### src/hdl/lsd_pkg.sv
// Purpose: Shared constants, register offsets and carriers of the logic slice
// Assumes: Plain register port with 32-bit data and word offsets
// Notes: Configuration layout is the packed struct lsd_cfg_t, bit 0 last
package lsd_pkg;
	localparam int unsigned LSD_AW        = 4;
	localparam int unsigned LSD_DW        = 32;
	localparam int unsigned LSD_LUT_BITS  = 16;
	localparam int unsigned LSD_LUT_AW    = 4;
	localparam int unsigned LSD_GEN_IDX   = 0;
	localparam int unsigned LSD_DONE_BIT  = 0;

	localparam logic [LSD_AW-1:0] LSD_OFS_LUT_LO = 4'h0;
	localparam logic [LSD_AW-1:0] LSD_OFS_LUT_HI = 4'h1;
	localparam logic [LSD_AW-1:0] LSD_OFS_CFG    = 4'h2;
	localparam logic [LSD_AW-1:0] LSD_OFS_CTRL   = 4'h3;
	localparam logic [LSD_AW-1:0] LSD_OFS_STAT   = 4'h4;

	localparam logic [1:0] LSD_MODE_LOGIC = 2'h0;
	localparam logic [1:0] LSD_MODE_RAM   = 2'h1;
	localparam logic [1:0] LSD_MODE_SHIFT = 2'h2;

	localparam logic [1:0] LSD_OUT_LUT  = 2'h0;
	localparam logic [1:0] LSD_OUT_SUM  = 2'h1;
	localparam logic [1:0] LSD_OUT_WIDE = 2'h2;

	typedef struct packed {
		logic [10:0] rsvd;
		logic [1:0]  mode_hi;
		logic [1:0]  mode_lo;
		logic [1:0]  out_sel_hi;
		logic [1:0]  out_sel_lo;
		logic        gen_byp_hi;
		logic        gen_byp_lo;
		logic        d_byp_hi;
		logic        d_byp_lo;
		logic        aux_en;
		logic        opp_en;
		logic        init_hi;
		logic        init_lo;
		logic        byp_hi_inv;
		logic        byp_lo_inv;
		logic        setrst_inv;
		logic        ce_inv;
		logic        clk_inv;
	} lsd_cfg_t;

	typedef struct packed {
		logic [3:0] lower_lut_input;
		logic [3:0] upper_lut_input;
		logic       lower_bypass_in;
		logic       upper_bypass_in;
		logic       carry_in;
		logic       wide_in;
		logic       slice_clk;
		logic       slice_ce;
		logic       flop_set_reset;
		logic       lut_write_en;
		logic       global_init;
	} lsd_in_t;

	typedef struct packed {
		logic lower_comb_out;
		logic upper_comb_out;
		logic lower_flop_out;
		logic upper_flop_out;
		logic lower_carry_or_shift_out;
		logic upper_carry_or_shift_out;
		logic lower_bypass_out;
		logic upper_bypass_out;
		logic aux_route_out;
		logic carry_out;
	} lsd_out_t;

	typedef struct packed {
		lsd_in_t                 sync1;
		lsd_in_t                 sync2;
		logic                    clk_prev;
		logic [LSD_LUT_BITS-1:0] lut_lo;
		logic [LSD_LUT_BITS-1:0] lut_hi;
		lsd_cfg_t                cfg;
		logic                    cfg_done;
		lsd_out_t                pins;
		logic [LSD_DW-1:0]       rdata;
	} lsd_st_t;

	localparam lsd_st_t LSD_ST_RST = '0;
endpackage

### src/hdl/lsd_slice.sv
// Purpose: One configurable logic slice with two halves, carry and wide selectors
// Assumes: Interconnect inputs are asynchronous to clk_sys; slice clock is sampled
// Notes: Every output is registered, three clk_sys edges behind its pin inputs
//
// The implementer's own choices: the register addresses and strobed register access.
`timescale 1ns/10ps

// Contract
// - Four interconnect lines per half address that half's table directly.
// - Each table gives any programmed Boolean function of four inputs.
// - Table output may leave unregistered on the half's combinational output.
// - Combinational result is selectable as flop data; flop drives registered output.
// - Table output selects between incoming carry and generated value.
// - Table output XOR incoming carry gives the sum on combinational output.
// - Both table outputs feed the lower pair selector for wide functions.
// - Each bypass input drives its half's wide selector select.
// - Bypass input goes straight to its dedicated bypass output.
// - Bypass input may load the flop directly, skipping the table.
// - Bypass input is selectable as carry chain operand.
// - Bypass input is the table write data in memory modes.
// - Upper bypass may force both flops to their opposite state.
// - Selector may switch upper bypass onto the auxiliary route output.
// - Clock, enable, set/reset and both bypasses have polarity options.
// - Memory-capable slice tables work as RAM or 16-bit shift register.
// - Auxiliary outputs carry carry result or the shift register serial out.
// - While global init is high all flops take their initial state.
// - Global init is held automatically throughout configuration.
module lsd_slice
	import lsd_pkg::*;
#(
	parameter bit MEM_CAPABLE = 1'b1
) (
	input  wire logic              clk_sys,
	input  wire logic              rst_n,
	input  wire logic [LSD_AW-1:0] reg_addr,
	input  wire logic [LSD_DW-1:0] reg_wdata,
	input  wire logic              reg_wr,
	input  wire logic              reg_rd,
	output      logic [LSD_DW-1:0] reg_rdata,
	input  wire lsd_in_t           pins_in,
	output      lsd_out_t          pins_out
);

	lsd_st_t              st_reg;
	lsd_st_t              st_next;
	lsd_in_t              s;
	lsd_cfg_t             c;
	logic                 clk_lvl;
	logic                 clk_edge;
	logic                 ce_on;
	logic                 setrst_on;
	logic                 byp_lo;
	logic                 byp_hi;
	logic                 init_on;
	logic                 opp_on;
	logic                 cap;
	logic                 lut_lo_val;
	logic                 lut_hi_val;
	logic                 sum_lo;
	logic                 sum_hi;
	logic                 gen_lo;
	logic                 gen_hi;
	logic                 cy_lo;
	logic                 cy_hi;
	logic                 pair_out;
	logic                 wide_out;
	logic                 comb_lo;
	logic                 comb_hi;
	logic                 d_lo;
	logic                 d_hi;
	logic                 shift_lo;
	logic                 shift_hi;
	logic                 ram_lo;
	logic                 ram_hi;

	assign s = st_reg.sync2;
	assign c = st_reg.cfg;

	// Slice clock is a pin, so its edge is found after the synchroniser
	assign clk_lvl   = s.slice_clk ^ c.clk_inv;
	assign clk_edge  = clk_lvl & ~st_reg.clk_prev;
	assign ce_on     = s.slice_ce ^ c.ce_inv;
	assign setrst_on = s.flop_set_reset ^ c.setrst_inv;
	assign byp_lo    = s.lower_bypass_in ^ c.byp_lo_inv;
	assign byp_hi    = s.upper_bypass_in ^ c.byp_hi_inv;

	// Configuration counts as running until software sets the done bit
	assign init_on = s.global_init | ~st_reg.cfg_done;
	assign opp_on  = c.opp_en & byp_hi;
	assign cap     = clk_edge & ce_on;

	// No polarity option on table inputs: contents absorb inversion
	assign lut_lo_val = st_reg.lut_lo[s.lower_lut_input];
	assign lut_hi_val = st_reg.lut_hi[s.upper_lut_input];

	assign gen_lo = c.gen_byp_lo ? byp_lo : s.lower_lut_input[LSD_GEN_IDX];
	assign gen_hi = c.gen_byp_hi ? byp_hi : s.upper_lut_input[LSD_GEN_IDX];
	assign cy_lo  = lut_lo_val ? s.carry_in : gen_lo;
	assign cy_hi  = lut_hi_val ? cy_lo : gen_hi;
	assign sum_lo = lut_lo_val ^ s.carry_in;
	assign sum_hi = lut_hi_val ^ cy_lo;

	assign pair_out = byp_lo ? lut_hi_val : lut_lo_val;
	assign wide_out = byp_hi ? s.wide_in : pair_out;

	always_comb begin
		case (c.out_sel_lo)
			LSD_OUT_SUM:  comb_lo = sum_lo;
			LSD_OUT_WIDE: comb_lo = pair_out;
			default:      comb_lo = lut_lo_val;
		endcase
		case (c.out_sel_hi)
			LSD_OUT_SUM:  comb_hi = sum_hi;
			LSD_OUT_WIDE: comb_hi = wide_out;
			default:      comb_hi = lut_hi_val;
		endcase
	end

	assign d_lo = c.d_byp_lo ? byp_lo : comb_lo;
	assign d_hi = c.d_byp_hi ? byp_hi : comb_hi;

	// A logic-only build never enters the memory modes
	assign shift_lo = MEM_CAPABLE && (c.mode_lo == LSD_MODE_SHIFT);
	assign shift_hi = MEM_CAPABLE && (c.mode_hi == LSD_MODE_SHIFT);
	assign ram_lo   = MEM_CAPABLE && (c.mode_lo == LSD_MODE_RAM);
	assign ram_hi   = MEM_CAPABLE && (c.mode_hi == LSD_MODE_RAM);

	function automatic logic lsd_flop(
		input logic cur,
		input logic iv,
		input logic d
	);
		if (init_on || setrst_on) begin
			return iv;
		end
		if (opp_on) begin
			return ~iv;
		end
		if (cap) begin
			return d;
		end
		return cur;
	endfunction

	function automatic logic [LSD_LUT_BITS-1:0] lsd_lut(
		input logic [LSD_LUT_BITS-1:0] tab,
		input logic                    ram,
		input logic                    shf,
		input logic [LSD_LUT_AW-1:0]   addr,
		input logic                    din
	);
		logic [LSD_LUT_BITS-1:0] t;
		t = tab;
		if (ram && clk_edge && s.lut_write_en) begin
			t[addr] = din;
		end else if (shf && cap) begin
			t = {tab[LSD_LUT_BITS-2:0], din};
		end
		return t;
	endfunction

	always_comb begin
		st_next          = st_reg;
		st_next.sync1    = pins_in;
		st_next.sync2    = st_reg.sync1;
		st_next.clk_prev = clk_lvl;

		st_next.lut_lo = lsd_lut(st_reg.lut_lo, ram_lo, shift_lo, s.lower_lut_input, byp_lo);
		st_next.lut_hi = lsd_lut(st_reg.lut_hi, ram_hi, shift_hi, s.upper_lut_input, byp_hi);

		st_next.pins.lower_flop_out = lsd_flop(st_reg.pins.lower_flop_out, c.init_lo, d_lo);
		st_next.pins.upper_flop_out = lsd_flop(st_reg.pins.upper_flop_out, c.init_hi, d_hi);
		st_next.pins.lower_comb_out = comb_lo;
		st_next.pins.upper_comb_out = comb_hi;
		st_next.pins.lower_carry_or_shift_out =
			shift_lo ? st_reg.lut_lo[LSD_LUT_BITS-1] : cy_lo;
		st_next.pins.upper_carry_or_shift_out =
			shift_hi ? st_reg.lut_hi[LSD_LUT_BITS-1] : cy_hi;
		st_next.pins.lower_bypass_out = byp_lo;
		st_next.pins.upper_bypass_out = byp_hi;
		st_next.pins.aux_route_out    = c.aux_en & byp_hi;
		st_next.pins.carry_out        = cy_hi;

		// Software writes win over a memory-mode write in the same cycle
		if (reg_wr) begin
			case (reg_addr)
				LSD_OFS_LUT_LO: st_next.lut_lo = reg_wdata[LSD_LUT_BITS-1:0];
				LSD_OFS_LUT_HI: st_next.lut_hi = reg_wdata[LSD_LUT_BITS-1:0];
				LSD_OFS_CFG: begin
					st_next.cfg      = lsd_cfg_t'(reg_wdata);
					st_next.cfg.rsvd = '0;
				end
				LSD_OFS_CTRL:   st_next.cfg_done = reg_wdata[LSD_DONE_BIT];
				default: ;
			endcase
		end

		st_next.rdata = '0;
		if (reg_rd) begin
			case (reg_addr)
				LSD_OFS_LUT_LO: st_next.rdata = LSD_DW'(st_reg.lut_lo);
				LSD_OFS_LUT_HI: st_next.rdata = LSD_DW'(st_reg.lut_hi);
				LSD_OFS_CFG:    st_next.rdata = st_reg.cfg;
				LSD_OFS_CTRL:   st_next.rdata = LSD_DW'(st_reg.cfg_done);
				LSD_OFS_STAT:   st_next.rdata = LSD_DW'({st_reg.pins, st_reg.sync2});
				default:        st_next.rdata = '0;
			endcase
		end
	end

	always_ff @(posedge clk_sys or negedge rst_n) begin
		if (!rst_n) begin
			st_reg <= LSD_ST_RST;
		end else begin
			st_reg <= st_next;
		end
	end

	assign pins_out  = st_reg.pins;
	assign reg_rdata = st_reg.rdata;

	// Checks
	logic hold_ok;
	assign hold_ok = !init_on && !setrst_on && !opp_on && !cap;

	property p_lut_out;
		@(posedge clk_sys) disable iff (!rst_n)
		(c.out_sel_lo == LSD_OUT_LUT) |=> (pins_out.lower_comb_out == $past(lut_lo_val));
	endproperty
	a_lut_out: assert property (p_lut_out) else $error("lower table output wrong");

	property p_sum_out;
		@(posedge clk_sys) disable iff (!rst_n)
		(c.out_sel_hi == LSD_OUT_SUM) |=> (pins_out.upper_comb_out == $past(lut_hi_val ^ cy_lo));
	endproperty
	a_sum_out: assert property (p_sum_out) else $error("upper sum wrong");

	property p_carry;
		@(posedge clk_sys) disable iff (!rst_n)
		(!shift_lo && lut_lo_val) |=> (pins_out.lower_carry_or_shift_out == $past(s.carry_in));
	endproperty
	a_carry: assert property (p_carry) else $error("carry not propagated");

	property p_pair;
		@(posedge clk_sys) disable iff (!rst_n)
		(c.out_sel_lo == LSD_OUT_WIDE && byp_lo)
			|=> (pins_out.lower_comb_out == $past(lut_hi_val));
	endproperty
	a_pair: assert property (p_pair) else $error("pair selector wrong");

	property p_bypass;
		@(posedge clk_sys) disable iff (!rst_n)
		##1 (pins_out.lower_bypass_out == $past(byp_lo)) && (pins_out.upper_bypass_out == $past(byp_hi));
	endproperty
	a_bypass: assert property (p_bypass) else $error("bypass output wrong");

	property p_init;
		@(posedge clk_sys) disable iff (!rst_n)
		init_on |=> (pins_out.lower_flop_out == $past(c.init_lo))
			&& (pins_out.upper_flop_out == $past(c.init_hi));
	endproperty
	a_init: assert property (p_init) else $error("flop not in initial state");

	property p_hold;
		@(posedge clk_sys) disable iff (!rst_n)
		hold_ok |=> $stable(pins_out.lower_flop_out) && $stable(pins_out.upper_flop_out);
	endproperty
	a_hold: assert property (p_hold) else $error("flop changed without enable");

	property p_load_byp;
		@(posedge clk_sys) disable iff (!rst_n)
		(cap && !init_on && !setrst_on && !opp_on && c.d_byp_lo)
			|=> (pins_out.lower_flop_out == $past(byp_lo));
	endproperty
	a_load_byp: assert property (p_load_byp) else $error("bypass not loaded");

	property p_opp;
		@(posedge clk_sys) disable iff (!rst_n)
		(opp_on && !init_on && !setrst_on) |=> (pins_out.upper_flop_out == !$past(c.init_hi));
	endproperty
	a_opp: assert property (p_opp) else $error("opposite force missing");

	property p_aux;
		@(posedge clk_sys) disable iff (!rst_n)
		c.aux_en |=> (pins_out.aux_route_out == $past(byp_hi));
	endproperty
	a_aux: assert property (p_aux) else $error("aux route wrong");

	property p_cfg_init;
		@(posedge clk_sys) disable iff (!rst_n)
		!st_reg.cfg_done |=> (pins_out.lower_flop_out == $past(c.init_lo))
			&& (pins_out.upper_flop_out == $past(c.init_hi));
	endproperty
	a_cfg_init: assert property (p_cfg_init) else $error("init not held in config");

	c_capture: cover property (@(posedge clk_sys) disable iff (!rst_n) hold_ok ##1 cap && !init_on);
	c_shift:   cover property (@(posedge clk_sys) disable iff (!rst_n) shift_lo && cap);
	c_ram:     cover property (@(posedge clk_sys) disable iff (!rst_n) ram_hi && clk_edge && s.lut_write_en);
	c_done:    cover property (@(posedge clk_sys) disable iff (!rst_n) $rose(st_reg.cfg_done));

endmodule // lsd_slice

### config.mk
export PLATFORM = sky130hd
export DESIGN_NAME = lsd_slice
export DESIGN_NICKNAME = d
export VERILOG_FILES = /design/src/hdl/lsd_pkg.sv /design/src/hdl/lsd_slice.sv
export SDC_FILE = /design/constraint.sdc
export NUM_CORES = 1
export LEC_CHECK = 0
export BUFFER_PORTS_ARGS = -buffer_cell sky130_fd_sc_hd__buf_2
export CAP_MARGIN = 10
export CORE_MARGIN = 2
export CORE_UTILIZATION = 40
export DETAILED_ROUTE_END_ITERATION = 10
export GPL_ROUTABILITY_DRIVEN = 0
export HOLD_SLACK_MARGIN = 0.12
export PLACE_DENSITY = 0.6
export SETUP_SLACK_MARGIN = 0.15
export SKIP_LAST_GASP = 1
export SLEW_MARGIN = 20
export SYNTH_ARGS = -nofsm -noshare
export SYNTH_HDL_FRONTEND = slang
export SYNTH_SLANG_ARGS = --single-unit
### constraint.sdc
create_clock -name clk_sys -period 2.38 [get_ports clk_sys]
set_input_delay 0.238 -clock clk_sys [delete_from_list [all_inputs] [get_ports clk_sys]]
set_output_delay 0.238 -clock clk_sys [all_outputs]
set_load 0.05 [all_outputs]
==> metrics.yaml, run 1 <==
dieArea_sq_um: 16500
grt_start_max_net_pins: 41
synth_top_area_share: 0.510
post_drt_wl_per_cell_um: 20.4
finalCritPeriodShare: 0.940
row_count: 45
antenna_found_initial: 0
cp_cell_sequence: "buf_12, mux2i_1, mux4_2, mux2i_2, a211o_1, nor4bb_4, o311ai_2"
fill_cells: 1372
worstSkewPairLatency_ns: 0.43
crit_path_top_delay_cell: "mux4_2"
grt_use_total: 0.224
yosysMostFrequentCell: "dfrtp_1"
power_frac_clock: 0.313
syn_inst: 571
initial_core_util: 0.408
top_layer_used: "met4"
slew_headroom: 0.574
syn_avg_cell_area_sq_um: 10.8
worstSetupStartpointType: "flop"
wl_met2_um: 8190
path_buf_inv: 1
vias: 5081
status: "finished clean"
io_buffers: 82
cts_tree: "done"
power_frac_comb: 0.265
dp_hpwl_um: 12300
tns_ns: 0
drt_iter0_drc: 665
yosysWarnings: 0
ant_nets: 0
crit_family: "multiplexers"
synth_area_leaders: "dfrtp_1, buf_4, mux2_2"
critical_path.max_stage_delay_ns: 0.53
slew_viol_final: 0
clk_pin_slew_worst_paths_ns: 0.06
arrival_ns: 2.56
h-tree-depth: 4
worst_pin_slew_ns: 0.638
grt_pass1_vias: 5079
die_x_um: 128
vdd_drop_max_mv: 0.598
ioPinCount: 99
critPathKind: "flop to flop"
yosysTopAreaCell: "dfrtp_1"
vias_per_cell: 5.85
synthDistinctLibCells: 61
synth.ff_latch_count: 126
p_leak_nw: 3.31
cts_buffer_depth: 2
syn_area_sq_um: 6180
fin_skew_ns: 0.0120
seq_power_share: 0.422
globalRouteOverflowTotal: 0
die_h_um: 128
cap_violations: 0
p_per_area_nw_per_um2: 994
cp-end-kind: "flop"
drt_pass1_iterations: 8
met3_length_um: 1270
rsz0062_at_grt: "yes"
largest_reg_flops: 34
hold_viol_final: 0
fin_crit_ns: 2.24
synth_edf_count: 0
fin_nets: 728
setup_violations: 0
drc_errors: 0
hold_class: "primary input to flop"
p_switching_mw: 2.62
critPathMaxFanout: 17
fmax_mhz: 447
critical_path_required_ns: 2.70
cts_buffers: 17
layout-drive-gt1-share: 0.284
ys_top_cells_by_count: "dfrtp_1, nand2_1, buf_4"
synthFlopType: "dfrtp_1"
wl_met1_um: 7590
synth-async-reset-ratio: 1.00
clock_sinks: 126
wl_um: 17700
switching_share: 0.347
seq_area_frac_synth: 0.510
grt_pass1_wl_um: 27500
cts_root_buf: "clkbuf_16"
syn_to_final_growth_pct: 23.1
fp.coreArea_sq_um: 15100
p_int_mw: 4.94
num_antenna_cells: 0
hold-worst-slack_ns: 0.194
[power by group through the flow]
stage,clock [mW],sequential (mW),combinational [mW]
after floorplan,0,2.96,1.51
after global placement,0,3.17,1.83
after detailed placement,0,3.19,1.88
after CTS,2.41,3.16,1.95
after global routing,2.52,3.24,2.14
final,2.37,3.19,2.00
[worst paths after layout]
| check | endpoint | depth (start not counted) | slack (ns) | start |
|---|---|---|---|---|
| worst max-delay path | pins_out[6] | 7 | 0.14 | s[16] |
| worst min-delay path | reg_rdata[24] | 2 | 0.19 | reg_rd |
| worst max register to register | pins_out[6] | 7 | 0.14 | s[16] |
| worst min register to register | s[10] | 0 | 0.34 | st_next[118] |
| max in group asynchronous | pins_out[4] | 3 | 1.40 | rst_n |
| min in group asynchronous | reg_rdata[25] | 2 | 0.34 | rst_n |
[routing by layer]
layer	up-vias	track usage
met2	274	0.339
met1	2498	0.302
met3	63	0.0538
met4	0	0.107
met5	-	0
li1	2246	-
[stage by stage]
stage          cells   util  total power, mW  area (sq um)  setup slack (ns)
5_1_grt          868  0.502             7.89          7610            0.0753
2_1_floorplan    575      -             4.48          6190             0.200
3_3_place_gp     795  0.437             5.00          6620            0.0532
6_report         868  0.502             7.56          7610             0.143
4_1_cts          867  0.500             7.52          7570             0.136
3_5_place_dp     795  0.437             5.07          6620            0.0140
[cell type report]
type	instances	area, sq um	share of cell area
timing repair buffer	150	1060	0.139
clock buffer	20	447	0.0587
clock inverter	12	96.3	0.0127
sequential	126	3160	0.415
multi-input combinational	360	2570	0.338
inverter	12	45.0	0.00592
tap	188	235	0.0309
[cells by family (layout without fill, tap and decap cells)]
family,Yosys count,after routing,share of synthesized area
simple gates,148,148,0.121
compound gates,154,154,0.177
mux,44,44,0.0907
xor+xnor,5,5,0.00830
other cells,1,5,0.000607
fa+ha+maj,4,4,0.00810
flops,126,126,0.510
buf+inv,89,194,0.0844
[placed cells by master (no fill, tap or decap), types with 3 or more instances in the layout]
cell type / n
o22ai_1: 16
a22oi_1: 5
buf_4: 27
a222oi_1: 15
mux4_2: 6
buf_12: 3
buf_2: 81
o31ai_1: 29
clkinvlp_4: 3
mux2i_1: 12
clkbuf_16: 17
nand2b_1: 5
dfrtp_1: 124
and2_1: 6
nand2_1: 66
nor2_1: 20
conb_1: 5
and3_1: 8
dlygate4sd3_1: 39
nand3_1: 11
ha_1: 4
o21ai_0: 17
xnor2_1: 3
nand4_1: 3
nor2b_1: 5
inv_1: 10
a211oi_1: 28
a311oi_1: 4
mux2_2: 23
nor3_1: 4
a21oi_1: 23
clkinv_2: 7
[timing repair]
| action | 4_1_cts | 5_1_grt |
|---|---|---|
| resized for setup | 3 | 8 |
| setup endpoints to repair | 3 | 19 |
| setup buffers | 1 | 1 |
| hold buffers | 39 | 0 |
| pin swaps | 0 | 1 |
| endpoints found under the hold margin | 90 | 0 |
Power figures use the tool's default switching activity.
==> run 2, diff against run 1 <==
Settings changed: PLACE_DENSITY 0.6 to unset, PLACE_DENSITY_LB_ADDON set to 0.1.
==> run 2 against run 1 <==
- largest power group unchanged
- sequential share of layout area fell by 0.80 points
- cell count grew 0.35%
- clock power up 29%
- power up 8.7%
- critical path depth did not move
- global-route usage rose by 0.58 points
- combinational power about the same
- die area is the same
- clock skew fell by 0.0041 ns
- critical endpoint unchanged
==> metrics.yaml, run 2 (synthesis results as in run 1) <==
post_dp_cell_area_sq_um: 6640  # was 6620 sq um
grt_start_max_net_pins: 48  # was 41
hold_depth: 3  # was 2
setup_violations: 0  # unchanged
cts_root_buf: "clkbuf_16"  # unchanged
critical_path_required_ns: 2.71  # was 2.70 ns
worst_pin_slew_ns: 0.605  # was 0.638 ns
post_drt_wl_per_cell_um: 20.5  # was 20.4 um
r2r-end: "pins_out[6]"  # unchanged
hp-start: "reg_wdata[3]"  # was reg_rd
p_leak_nw: 3.38  # was 3.31 nW
whs_endpoint: "st_reg[78]"  # was reg_rdata[24]
cts_tree: "done"  # unchanged
dieArea_sq_um: 16500  # unchanged
critical_path.max_stage_delay_ns: 0.55  # was 0.53 ns
vias_per_cell: 5.70  # was 5.85
worstSetupStartpointType: "flop"  # unchanged
slew_headroom: 0.597  # was 0.574
fill_cells: 1348  # was 1372
ff2ff_setup_slack_ns: 0.19  # was 0.14 ns
final_core_util: 0.512  # was 0.502
worstSkewPairLatency_ns: 0.43  # about the same
h-tree-depth: 4  # unchanged
finalCritPeriodShare: 0.919  # was 0.940
vias: 4969  # was 5081
drt_pass1_iterations: 7  # was 8
ioPinCount: 99  # unchanged
cts_buffers: 17  # unchanged
globalRouteOverflowTotal: 0  # unchanged
die_x_um: 128  # unchanged
design_area_sq_um: 7760  # was 7610 sq um
drc_errors: 0  # unchanged
final_cell_mix: "dfrtp_1, buf_2, nand2_1"  # unchanged
syn_to_final_growth_pct: 25.6  # was 23.1%
hold_viol_final: 0  # unchanged
rsz0062_at_grt: "yes"  # unchanged
design_power_total_mw: 8.22  # was 7.56 mW
grt_pass1_vias: 4869  # was 5079
fp.coreArea_sq_um: 15100  # unchanged
grt_pass1_wl_um: 28100  # was 27500 um
die_h_um: 128  # unchanged
clk_pin_slew_worst_paths_ns: 0.06  # about the same
clock_sinks: 126  # unchanged
slew_viol_final: 0  # unchanged
wl_um: 17800  # was 17700 um
fmax_mhz: 457  # was 447 MHz
largest_reg_flops: 34  # unchanged
p_per_area_nw_per_um2: 1060  # was 994 nW/um^2
fin_skew_ns: 0.00792  # was 0.0120 ns
crit_path_top_delay_cell: "mux4_2"  # unchanged
critPathKind: "flop to flop"  # unchanged
hold-worst-slack_ns: 0.132  # was 0.194 ns
grt_use_total: 0.229  # was 0.224
initial_core_util: 0.408  # unchanged
fin_nets: 731  # was 728
row_count: 45  # unchanged
drt_iter0_drc: 487  # was 665
multi_input_area_sq_um: 2550  # was 2570 sq um
io_buffers: 82  # unchanged
hold_class: "primary input to flop"  # unchanged
vdd_drop_max_mv: 0.573  # was 0.598 mV
antenna_found_initial: 0  # unchanged
r2r_start: "s[16]"  # unchanged
tns_ns: 0  # unchanged
cp-end-kind: "flop"  # unchanged
critPathMaxFanout: 16  # was 17
layout-drive-gt1-share: 0.288  # was 0.284
dp_hpwl_um: 12600  # was 12300 um
final_common_cell: "dfrtp_1"  # unchanged
ant_nets: 0  # unchanged
fin_crit_ns: 2.19  # was 2.24 ns
cap_violations: 0  # unchanged
num_antenna_cells: 0  # unchanged
arrival_ns: 2.51  # was 2.56 ns
cp_cell_sequence: "buf_12, mux2i_1, mux4_2, mux2i_4, a211o_1, nor4bb_4, o311ai_2"  # was buf_12, mux2i_1, mux4_2, mux2i_2, a211o_1, nor4bb_4, o311ai_2
rr_worst_depth: 7  # unchanged
seq_area_sq_um: 3160  # unchanged
status: "finished clean"  # unchanged
cts_buffer_depth: 2  # unchanged
==> run 2: stage by stage <==
step | setup WS (ns) | cells
floorplan | 0.200 | 575
global placement | 0.0583 | 798
detailed placement | 0.00570 | 798
CTS | 0.152 | 869
global route | 0.0979 | 871
finish | 0.194 | 871
==> run 2: worst max-delay path by stage <==
stage,startpoint,to,slack [ns],depth (start not counted)
after floorplan,s[16],pins_out[6],0.20,8
after global placement,s[9],pins_out[6],0.06,6
after detailed placement,s[9],pins_out[6],0.006,6
after CTS,s[15],pins_out[6],0.15,5
after global routing,s[16],pins_out[6],0.1,7
final,s[16],pins_out[6],0.19,7
==> run 2: worst max-delay path: cells and delay by family, from the launching register on <==
kind | cells | cell delay (ns)
AND/OR/NAND/NOR | 1 | 0.16
flip-flops | 1 | 0.39
buffers and inverters | 1 | 0.16
AO/OA/AOI/OAI | 2 | 0.47
multiplexers | 3 | 0.90
==> run 2: where the power goes <==
| group | total [mW] | internal (mW) | switching [mW] |
|---|---|---|---|
| Sequential | 3.17 | 2.62 | 0.552 |
| Clock | 3.06 | 2.07 | 0.989 |
| Combinational | 1.99 | 0.880 | 1.11 |
| Total | 8.22 | 5.57 | 2.65 |
==> run 2: layout make-up <==
cell class / instances / share of cell area
clock buffer: 17 / 0.0548
clock inverter: 15 / 0.0345
inverter: 12 / 0.00581
multi-input combinational: 360 / 0.329
sequential: 126 / 0.407
tap: 188 / 0.0303
timing repair buffer: 153 / 0.139
==> run 2: routing by layer <==
metal	vias to the layer above	global-route usage	share of wire
met5	-	0	0
met4	0	0.0970	0.029
met3	35	0.0568	0.070
met2	227	0.350	0.45
met1	2448	0.312	0.45
li1	2259	-	-
==> run 2: what timing repair did <==
item	in CTS	in global routing
gates cloned	0	0
setup buffers	1	2
setup endpoints to repair	3	26
gates resized for setup	3	5
hold buffers	38	0
hold endpoints to repair	94	0
pin swaps	1	1
